[config.mk]
export PLATFORM = sky130hd
export DESIGN_NAME = cacs_top
export DESIGN_NICKNAME = d
export VERILOG_FILES = /design/src/cacs_pkg.sv /design/src/cacs_top.sv
export SDC_FILE = /design/constraint.sdc
export NUM_CORES = 1
export LEC_CHECK = 0
export ABC_AREA = 1
export BUFFER_PORTS_ARGS = -buffer_cell sky130_fd_sc_hd__clkbuf_2
export CELL_PAD_IN_SITES_DETAIL_PLACEMENT = 0
export CELL_PAD_IN_SITES_GLOBAL_PLACEMENT = 1
export CORE_ASPECT_RATIO = 1.1
export CORE_UTILIZATION = 40
export DETAILED_ROUTE_END_ITERATION = 16
export PLACE_DENSITY_LB_ADDON = 0.05
export SYNTH_ARGS = -nofsm -noshare
export SYNTH_HDL_FRONTEND = slang
export SYNTH_SLANG_ARGS = --single-unit
[constraint.sdc]
create_clock -name clk_in -period 4.02 [get_ports clk_in]
set_input_delay 0.603 -clock clk_in [delete_from_list [all_inputs] [get_ports clk_in]]
set_output_delay 0.603 -clock clk_in [all_outputs]
set_load 0.02 [all_outputs]
[src/cacs_pkg.sv]
// Constants and carriers for the counter array control and status register
package cacs_pkg;
   localparam logic [7:0]  CACS_ADDR        = 8'hd8;
   localparam logic [7:0]  CACS_RESET       = 8'h00;
   localparam int          CACS_OVF_BIT     = 7;
   localparam int          CACS_RUN_BIT     = 6;
   localparam int          CACS_UNUSED_BIT  = 5;
   localparam int          CACS_MOD4_BIT    = 4;
   localparam int          CACS_NUM_MODULES = 5;
   localparam logic [3:0]  CACS_PRESCALE    = 4'hc;
   localparam logic [15:0] CACS_COUNT_MAX   = 16'hffff;
   localparam logic [2:0]  CACS_CLKDIV_RST  = 3'h7;

   // Special function register bus from the processor core
   typedef struct packed {
      logic       wr;
      logic       rd;
      logic       bit_wr;
      logic [7:0] addr;
      logic [2:0] bit_sel;
      logic [7:0] wdata;
   } cacs_bus_t;
endpackage : cacs_pkg

[src/cacs_top.sv]
// Control and status register with shared counter of the counter array
`timescale 1ns/1ps
module cacs_top
   import cacs_pkg::*;
(
   // Clock and reset
   input  wire logic                        clk_in,
   input  wire logic                        nrst_in,
   // Register bus
   input  wire cacs_bus_t                   bus_in,
   output logic      [7:0]                  rdata_out,
   // Module events and enables
   input  wire logic [CACS_NUM_MODULES-1:0] module_event_in,
   input  wire logic [CACS_NUM_MODULES-1:0] module_int_en_in,
   input  wire logic                        ovf_int_en_in,
   input  wire logic                        watchdog_en_in,
   // Status
   output logic                             irq_out,
   output logic      [15:0]                 count_out,
   output logic                             count_tick_out,
   output logic                             watchdog_force_out,
   output logic                             system_clock_div_tick_out
);
   // Control bits
   logic                        ovf_reg, ovf_next;
   logic                        run_reg, run_next;
   // Module flags and forced watchdog reset
   logic [CACS_NUM_MODULES-1:0] mflag_reg, mflag_next;
   logic                        wdf_reg, wdf_next;
   // Shared counter and its prescaler
   logic [15:0]                 cnt_reg, cnt_next;
   logic [3:0]                  pre_reg, pre_next;
   logic                        tick_reg, tick_next;
   // Divide by eight enable
   logic [2:0]                  cdiv_reg, cdiv_next;
   logic                        cdt_reg, cdt_next;
   // Read data and interrupt request
   logic [7:0]                  rdata_reg, rdata_next;
   logic                        irq_reg, irq_next;
   // Decoded bus access, plus counter run and wrap terms
   logic                        sel;
   logic                        wr_ovf;
   logic                        wr_run;
   logic                        kick;
   logic                        eff_run;
   logic                        wrap;
   logic [7:0]                  wval;
   logic [7:0]                  wmask;
   logic [7:0]                  cur;

   // Apply byte write or single bit write to current value
   function automatic logic [7:0] merge(input logic [7:0] old,
                                         input cacs_bus_t b);
      logic [7:0] r;
      r = old;
      if (b.wr) begin
         r = b.wdata;
      end else if (b.bit_wr) begin
         r[b.bit_sel] = b.wdata[0];
      end
      return r;
   endfunction : merge

   // Bus decode, shared by the control bit, module flag and read data groups below
   always_comb begin
      sel   = (bus_in.addr == CACS_ADDR);
      cur   = {ovf_reg, run_reg, 1'b0, mflag_reg};
      wval  = merge(cur, bus_in);
      wmask = 8'h00;
      if (sel && bus_in.wr) begin
         wmask = 8'hff;
      end else if (sel && bus_in.bit_wr) begin
         wmask[bus_in.bit_sel] = 1'b1;
      end
      wr_ovf = wmask[CACS_OVF_BIT];
      wr_run = wmask[CACS_RUN_BIT];
      // With the watchdog enabled, a one into module four flag is a reset request, not a flag set
      kick   = watchdog_en_in && wmask[CACS_MOD4_BIT]
               && wval[CACS_MOD4_BIT];
   end

   // Shared counter
   always_comb begin
      // Watchdog forces counting without touching the run bit
      eff_run   = run_reg | watchdog_en_in;
      tick_next = 1'b0;
      pre_next  = pre_reg;
      if (eff_run) begin
         if (pre_reg == CACS_PRESCALE - 4'h1) begin
            pre_next  = 4'h0;
            tick_next = 1'b1;
         end else begin
            pre_next = pre_reg + 4'h1;
         end
      end
      wrap     = tick_next && (cnt_reg == CACS_COUNT_MAX);
      cnt_next = cnt_reg;
      if (tick_next) begin
         cnt_next = cnt_reg + 16'h0001;
      end
   end

   always_ff @(posedge clk_in or negedge nrst_in) begin
      if (!nrst_in) begin
         cnt_reg  <= 16'h0000;
         pre_reg  <= 4'h0;
         tick_reg <= 1'b0;
      end else begin
         cnt_reg  <= cnt_next;
         pre_reg  <= pre_next;
         tick_reg <= tick_next;
      end
   end

   // Divide by eight enable standing in for the reset system clock
   always_comb begin
      cdt_next  = (cdiv_reg == CACS_CLKDIV_RST);
      cdiv_next = cdiv_reg + 3'h1;
   end

   always_ff @(posedge clk_in or negedge nrst_in) begin
      if (!nrst_in) begin
         cdiv_reg <= 3'h0;
         cdt_reg  <= 1'b0;
      end else begin
         cdiv_reg <= cdiv_next;
         cdt_reg  <= cdt_next;
      end
   end

   // Control bits
   always_comb begin
      run_next = run_reg;
      // Run bit keeps the software value while the watchdog owns the counter
      if (wr_run && !watchdog_en_in) begin
         run_next = wval[CACS_RUN_BIT];
      end
      ovf_next = ovf_reg;
      if (wr_ovf) begin
         ovf_next = wval[CACS_OVF_BIT];
      end
      // Set wins over a same-cycle clear so no wrap is lost
      if (wrap) begin
         ovf_next = 1'b1;
      end
   end

   always_ff @(posedge clk_in or negedge nrst_in) begin
      if (!nrst_in) begin
         ovf_reg <= CACS_RESET[CACS_OVF_BIT];
         run_reg <= CACS_RESET[CACS_RUN_BIT];
      end else begin
         ovf_reg <= ovf_next;
         run_reg <= run_next;
      end
   end

   // Module flags and forced watchdog reset
   always_comb begin
      mflag_next = (wval[CACS_NUM_MODULES-1:0]
                    & wmask[CACS_NUM_MODULES-1:0])
                 | (mflag_reg & ~wmask[CACS_NUM_MODULES-1:0]);
      if (kick) begin
         // Reset request leaves the stored flag as it was
         mflag_next[CACS_MOD4_BIT] = mflag_reg[CACS_MOD4_BIT];
      end
      // Events applied last so a set beats a same-cycle clear
      mflag_next = mflag_next | module_event_in;
      wdf_next   = kick;
   end

   always_ff @(posedge clk_in or negedge nrst_in) begin
      if (!nrst_in) begin
         mflag_reg <= CACS_RESET[CACS_NUM_MODULES-1:0];
         wdf_reg   <= 1'b0;
      end else begin
         mflag_reg <= mflag_next;
         wdf_reg   <= wdf_next;
      end
   end

   // Read data and shared interrupt request
   always_comb begin
      irq_next   = (ovf_reg & ovf_int_en_in)
                 | (|(mflag_reg & module_int_en_in));
      // Run bit reads the stored software value; bit five reads zero
      rdata_next = 8'h00;
      if (sel && bus_in.rd) begin
         rdata_next = cur;
      end
   end

   always_ff @(posedge clk_in or negedge nrst_in) begin
      if (!nrst_in) begin
         rdata_reg <= 8'h00;
         irq_reg   <= 1'b0;
      end else begin
         rdata_reg <= rdata_next;
         irq_reg   <= irq_next;
      end
   end

   assign rdata_out           = rdata_reg;
   assign irq_out             = irq_reg;
   assign count_out           = cnt_reg;
   assign count_tick_out      = tick_reg;
   assign watchdog_force_out  = wdf_reg;
   assign system_clock_div_tick_out = cdt_reg;
endmodule : cacs_top

Word level (Yosys, flattened, before mapping)
Index checks and enable logic that the tools add are counted.
{ "op_classes": {"n_addsub": 3, "order_cmp": 2, "n_eq_ne": 4, "mux": 14, "bitwise": 9, "reduce_logical": 15} }
{ "op_table": {"columns": ["op", "n"], "rows": [
  ["8-bit two-way mux", 5],
  ["16-bit by 1-bit adder with 16-bit output, second input constant", 1],
  ["16-bit == test, second input constant", 1],
  ["5-bit AND", 3],
  ["5-bit bitwise OR", 2],
  ["8-bit bitwise mux", 1],
  ["8-bit == test, second input constant", 1],
  ["1-bit logical AND", 8],
  ["1-bit two-way mux", 6],
  ["5-bit NOT", 1],
  ["5-bit OR reduction", 1],
  ["4-bit by 1-bit adder with 4-bit output, second input constant", 1],
  ["4-bit == test, second input constant", 1],
  ["3-bit by 4-bit less-than comparator with 1-bit output, second input constant", 1],
  ["4-bit two-way mux", 1],
  ["2-bit AND reduction", 2],
  ["2-bit nonzero test", 2],
  ["3-bit by 1-bit adder with 3-bit output, second input constant", 1],
  ["1-bit demux with 3-bit select", 1],
  ["3-bit == test, second input constant", 1],
  ["3-bit by 1-bit >= comparator with 1-bit output, second input constant", 1],
  ["3-bit nonzero test", 1],
  ["1-bit bitwise OR", 2],
  ["1-bit AND", 1],
  ["1-bit logical NOT", 1]
]} }
{ "totals": {"reg_bits": 42, "out_inout_bits": 28, "elab_cells": 58} }

Depth between registers and ports, before layout
{ "logic_depth": {"depth_word": 11, "depth_mapped": 9} }

Least setup slack after synthesis
No wires, ideal clock.
{ "synth_path": {"path_kind": "input -> register", "startpoint": "in bus_in[14] (netlist bit)", "endpoint": "reg mflag_reg[0]", "arrival_ns": 1.289, "slack_ns": 2.666, "stages": 7, "n_path_buf": 0, "cell_sequence": "inv_1 > nor2_1 > nand2_1 > nor2_4 > o21ai_1 > or2_0 > nand2_1"} }
{ "synth_between": {"elab_chain_len": 8, "word_cells_on_any_way": 10, "classes_between": "1 x eq/ne; 2 x mux; 5 x bitwise; 2 x reduce/logical"} }
{ "synth_rtl": {"columns": ["element", "line_no", "rtl"], "rows": [
  ["start: declaration", "cacs_top.sv:10", "input wire cacs_bus_t bus_in,"],
  ["8-bit == test *", "cacs_top.sv:66", "sel = (bus_in.addr == CACS_ADDR);"],
  ["1-bit logical AND", "cacs_top.sv:72", "end else if (sel && bus_in.bit_wr) begin"],
  ["8-bit two-way mux", "cacs_top.sv:72", null],
  ["8-bit two-way mux *", "cacs_top.sv:70", "if (sel && bus_in.wr) begin"],
  ["5-bit NOT", "cacs_top.sv:162", "| (mflag_reg & ~wmask[CACS_NUM_MODULES-1:0]);"],
  ["5-bit AND", "cacs_top.sv:162", null],
  ["5-bit bitwise OR *", "cacs_top.sv:162", null],
  ["5-bit bitwise OR *", "cacs_top.sv:168", "mflag_next = mflag_next | module_event_in;"],
  ["via mflag_next[0]", "cacs_top.sv:28", "logic [CACS_NUM_MODULES-1:0] mflag_reg, mflag_next;"],
  ["end signal: assignment", "cacs_top.sv:174", "mflag_reg <= CACS_RESET[CACS_NUM_MODULES-1:0];"],
  ["end signal: assignment", "cacs_top.sv:177", "mflag_reg <= mflag_next;"],
  ["end: declaration", "cacs_top.sv:28", null]
]} }
Mark *: on every way through the listed nets, which the timed path passes. The rest lies on a longest branch.
A chain may end at the register's enable or synchronous reset.

Worst setup path after layout
{ "layout_path": {"startpoint": "reg cnt_reg[7], in the netlist count_out[7]", "endpoint": "out count_out[7]"} }
{ "layout_rtl": {"columns": ["element", "line_no", "rtl"], "rows": [
  ["start: declaration", "cacs_top.sv:31", "logic [15:0] cnt_reg, cnt_next;"],
  ["start signal: assignment", "cacs_top.sv:109", "cnt_reg <= cnt_next;"],
  ["end: declaration", "cacs_top.sv:19", "output logic [15:0] count_out,"]
]} }
No word-level cell between the ends.

==> key figures <==
Status
  • Outcome: completed

Route
  • Post-DRT Antenna Nets: 0
  • DR WL/cell: approximately 11 um
  • Vias: about 1900
  • Final routed DRC violation total: 0
  • Post-Route WL: around 4500 um
  • Drt via density: approximately 4.5
  • Drt pass-1 iters: 4
  • Starting DRT DRC Count: 75

Global routing
  • Gr usage total: 17.38%
  • Antenna violations before repair: 0
  • Largest net degree at the start of global routing: 42
  • Vias in the first global route: around 1800
  • First-pass GRT wire length: between 7000 and 8000 um
  • Congestion Overflow GR: 0

Finish
  • P&R area growth vs syn: 22.47%
  • Largest register FFs: 16
  • Ant. Diodes: 0
  • Share of layout cells above drive strength 1: 24.65%
  • Cell Count, Final, Fillers Out: about 430
  • Filler cell count: between 500 and 600
  • Final instance area: around 0.0027 mm^2
  • # nets final: about 390
  • Post-layout util: 50.81%

Logic synthesis
  • Post-synth top flop: dfrtp_1
  • Synthesized Nets: 326
  • Flops & latches, synth: ~40
  • Post-synthesis instance total: 286
  • Syn_area_per_cell: a little under 8 um^2
  • Synth warn: 0
  • Post-synth top cells: nand2_1 (84), dfrtp_1 (41), inv_1 (39)
  • Asr flop ratio synth: 100.0%
  • Dominant cells by area after synthesis: dfrtp_1 (46%), nand2_1 (14%), inv_1 (6.5%)
  • Distinct cell type count after synthesis: 28
  • EDFF count, synth: 0
  • Leading area contributor after synthesis: dfrtp_1
  • Count leader, synth: nand2_1
  • Mapped Area: roughly 0.0022 mm^2
  • Area fraction of the dominant cell type after synthesis: a little under half
  • Seq/Total Area, Yosys: roughly 46%

Setup path
  • CP Capture Type: output port
  • Cell family with most CP delay: flip-flops
  • Worst setup SP type: flop
  • Type of the worst setup path: flop to output port
  • Required @ worst endpoint: roughly 3400 ps
  • CP max stage delay: 490 ps
  • Slowest CP cell: dfrtp_1
  • Crit-path max FO: 7
  • Crit path cell chain: clkbuf_2
  • Worst Path Arrival: just over 1000 ps
  • Flop2flop setup slack: roughly 2600 ps
  • Worst path bufs/invs: 1

Placement
  • DP Area: roughly 0.0026 mm^2
  • Routability Congestion: about 0.79
  • Placed cells: 420
  • Port bufs: 61
  • DP Wirelength: 3539 um

CTS
  • Clock tree from TritonCTS: done
  • Cts hold-fix bufs: 0
  • Worst-Skew Late Latency: 290 ps
  • Clk slew on worst S/H paths: ~80 ps
  • CTS max path bufs: 2
  • Post-CTS resize count: 0
  • H-tree lvl count: 2
  • Sinks on the clock net: 41
  • CTS buffer count: 5
  • Postcts setup bufs: 0
  • Root Driver: clkbuf_8

Timing
  • Final worst-path cycle share: 40.13%
  • Slew Limit Headroom: about 33%
  • Crit path time final: about 1600 ps
  • Final setup viols: 0
  • Hold Vio Cnt, Final: 0
  • WHS: 433.9 ps
  • Setup Skew: just under 10 ps
  • Unrepaired setup endpoints after global routing: no
  • Setup TNS: 0 ps
  • Maximum clock frequency: a little over 0.6 GHz
  • Worst-Margin Slew: 1006 ps
  • Final max-slew violation count: 0

Pwr
  • Power Density: a little under 400 mW/mm^2
  • Leakage power: ~1.5 nW
  • Peak supply drop: about 0.19 mV

Die
  • # rows: 28
  • Die Y: a little over 80 um
  • Core Box Area: around 0.0054 mm^2
  • Die ar.: 0.005900 mm^2
  • Initial Util: roughly two fifths
  • DIE WIDTH: roughly 73 um
  • # IOs: 64

Hold path
  • Hold crit path type: flop to flop

Job
  • Max Cap Violations: 0
worst paths after layout:
kind	startpoint	depth (start not counted)	to
max	count_out[7]	1	count_out[7]
min	cdiv_reg[0]	1	cdiv_reg[0]
max reg2reg	pre_reg[1]	7	count_out[14]
min reg2reg	cdiv_reg[0]	1	cdiv_reg[0]
max in group asynchronous	nrst_in	1	cdiv_reg[2]
min in group asynchronous	nrst_in	1	pre_reg[2]
layout make-up:
cell class / instances / area [um^2] / area share, %
clock inverters: 1 / 30.03 / 1.095
multi-input cells: 203 / 1050 / 38.29
flip-flops and latches: 41 / 1026 / 37.43
inverters: 40 / 150.1 / 5.477
clock buffers: 7 / 86.33 / 3.149
well taps: 75 / 93.84 / 3.423
repair buffers: 61 / 305.3 / 11.14
per-stage QoR:
step	setup WS [ps]	total power [mW]
finish	2407	1.089
global route	2352	1.156
CTS	2391	1.103
detailed placement	2385	0.7624
global placement	2364	0.7591
floorplan	2666	0.6842
layout by cell type, fill, tap and decap left out, types with 2 or more instances in the layout:
cell      synthesis  layout
dfrtp_1          41      41
nand2_1          84      84
nor2_4            4       4
a21oi_1           6       6
nand2_4           2       2
xnor2_1           7       7
clkbuf_8          0       6
nor2_8            3       3
inv_1            39      39
o21ai_1           3       3
nand3_1          17      17
ha_1              4       4
nor3_1            3       3
clkbuf_2          0      61
nand3_2           2       2
nor2_2            2       2
o21ai_0           9       9
nand2_2           4       4
nor2_1           38      38
xor2_1            4       4
nand4_1           5       5
power by group:
part | leakage, nW | switching, mW | internal (mW)
Combinational | 0.952 | 0.161 | 0.0943
Clock | 0.0585 | 0.136 | 0.202
Sequential | 0.509 | 0.0408 | 0.454
Total | 1.52 | 0.338 | 0.751
logic make-up (layout without fill, tap and decap cells):
group | after synthesis | after routing | share of synthesized area, %
AO/OA/AOI/OAI | 19 | 19 | 4.416
buffers and inverters | 42 | 109 | 7.266
AND/OR/NAND/NOR | 168 | 168 | 35.77
adder cells (fa/ha/maj) | 4 | 4 | 2.236
XOR/XNOR | 11 | 11 | 4.304
other | 1 | 1 | 0.1675
flip-flops | 41 | 41 | 45.84
per-layer routing:
layer / wire, um / share of wire (%) / up-vias / GRT usage [%]
met1: 1985 / 44 / 850 / 20.60
li1: - / - / 1019 / -
met3: 190 / 4.2 / 6 / 3.513
met5: 0 / 0 / - / 0
met2: 2267 / 50 / 51 / 30.37
met4: 70 / 1.6 / 0 / 7.115
Note: power is estimated with default switching activity, not from simulation.
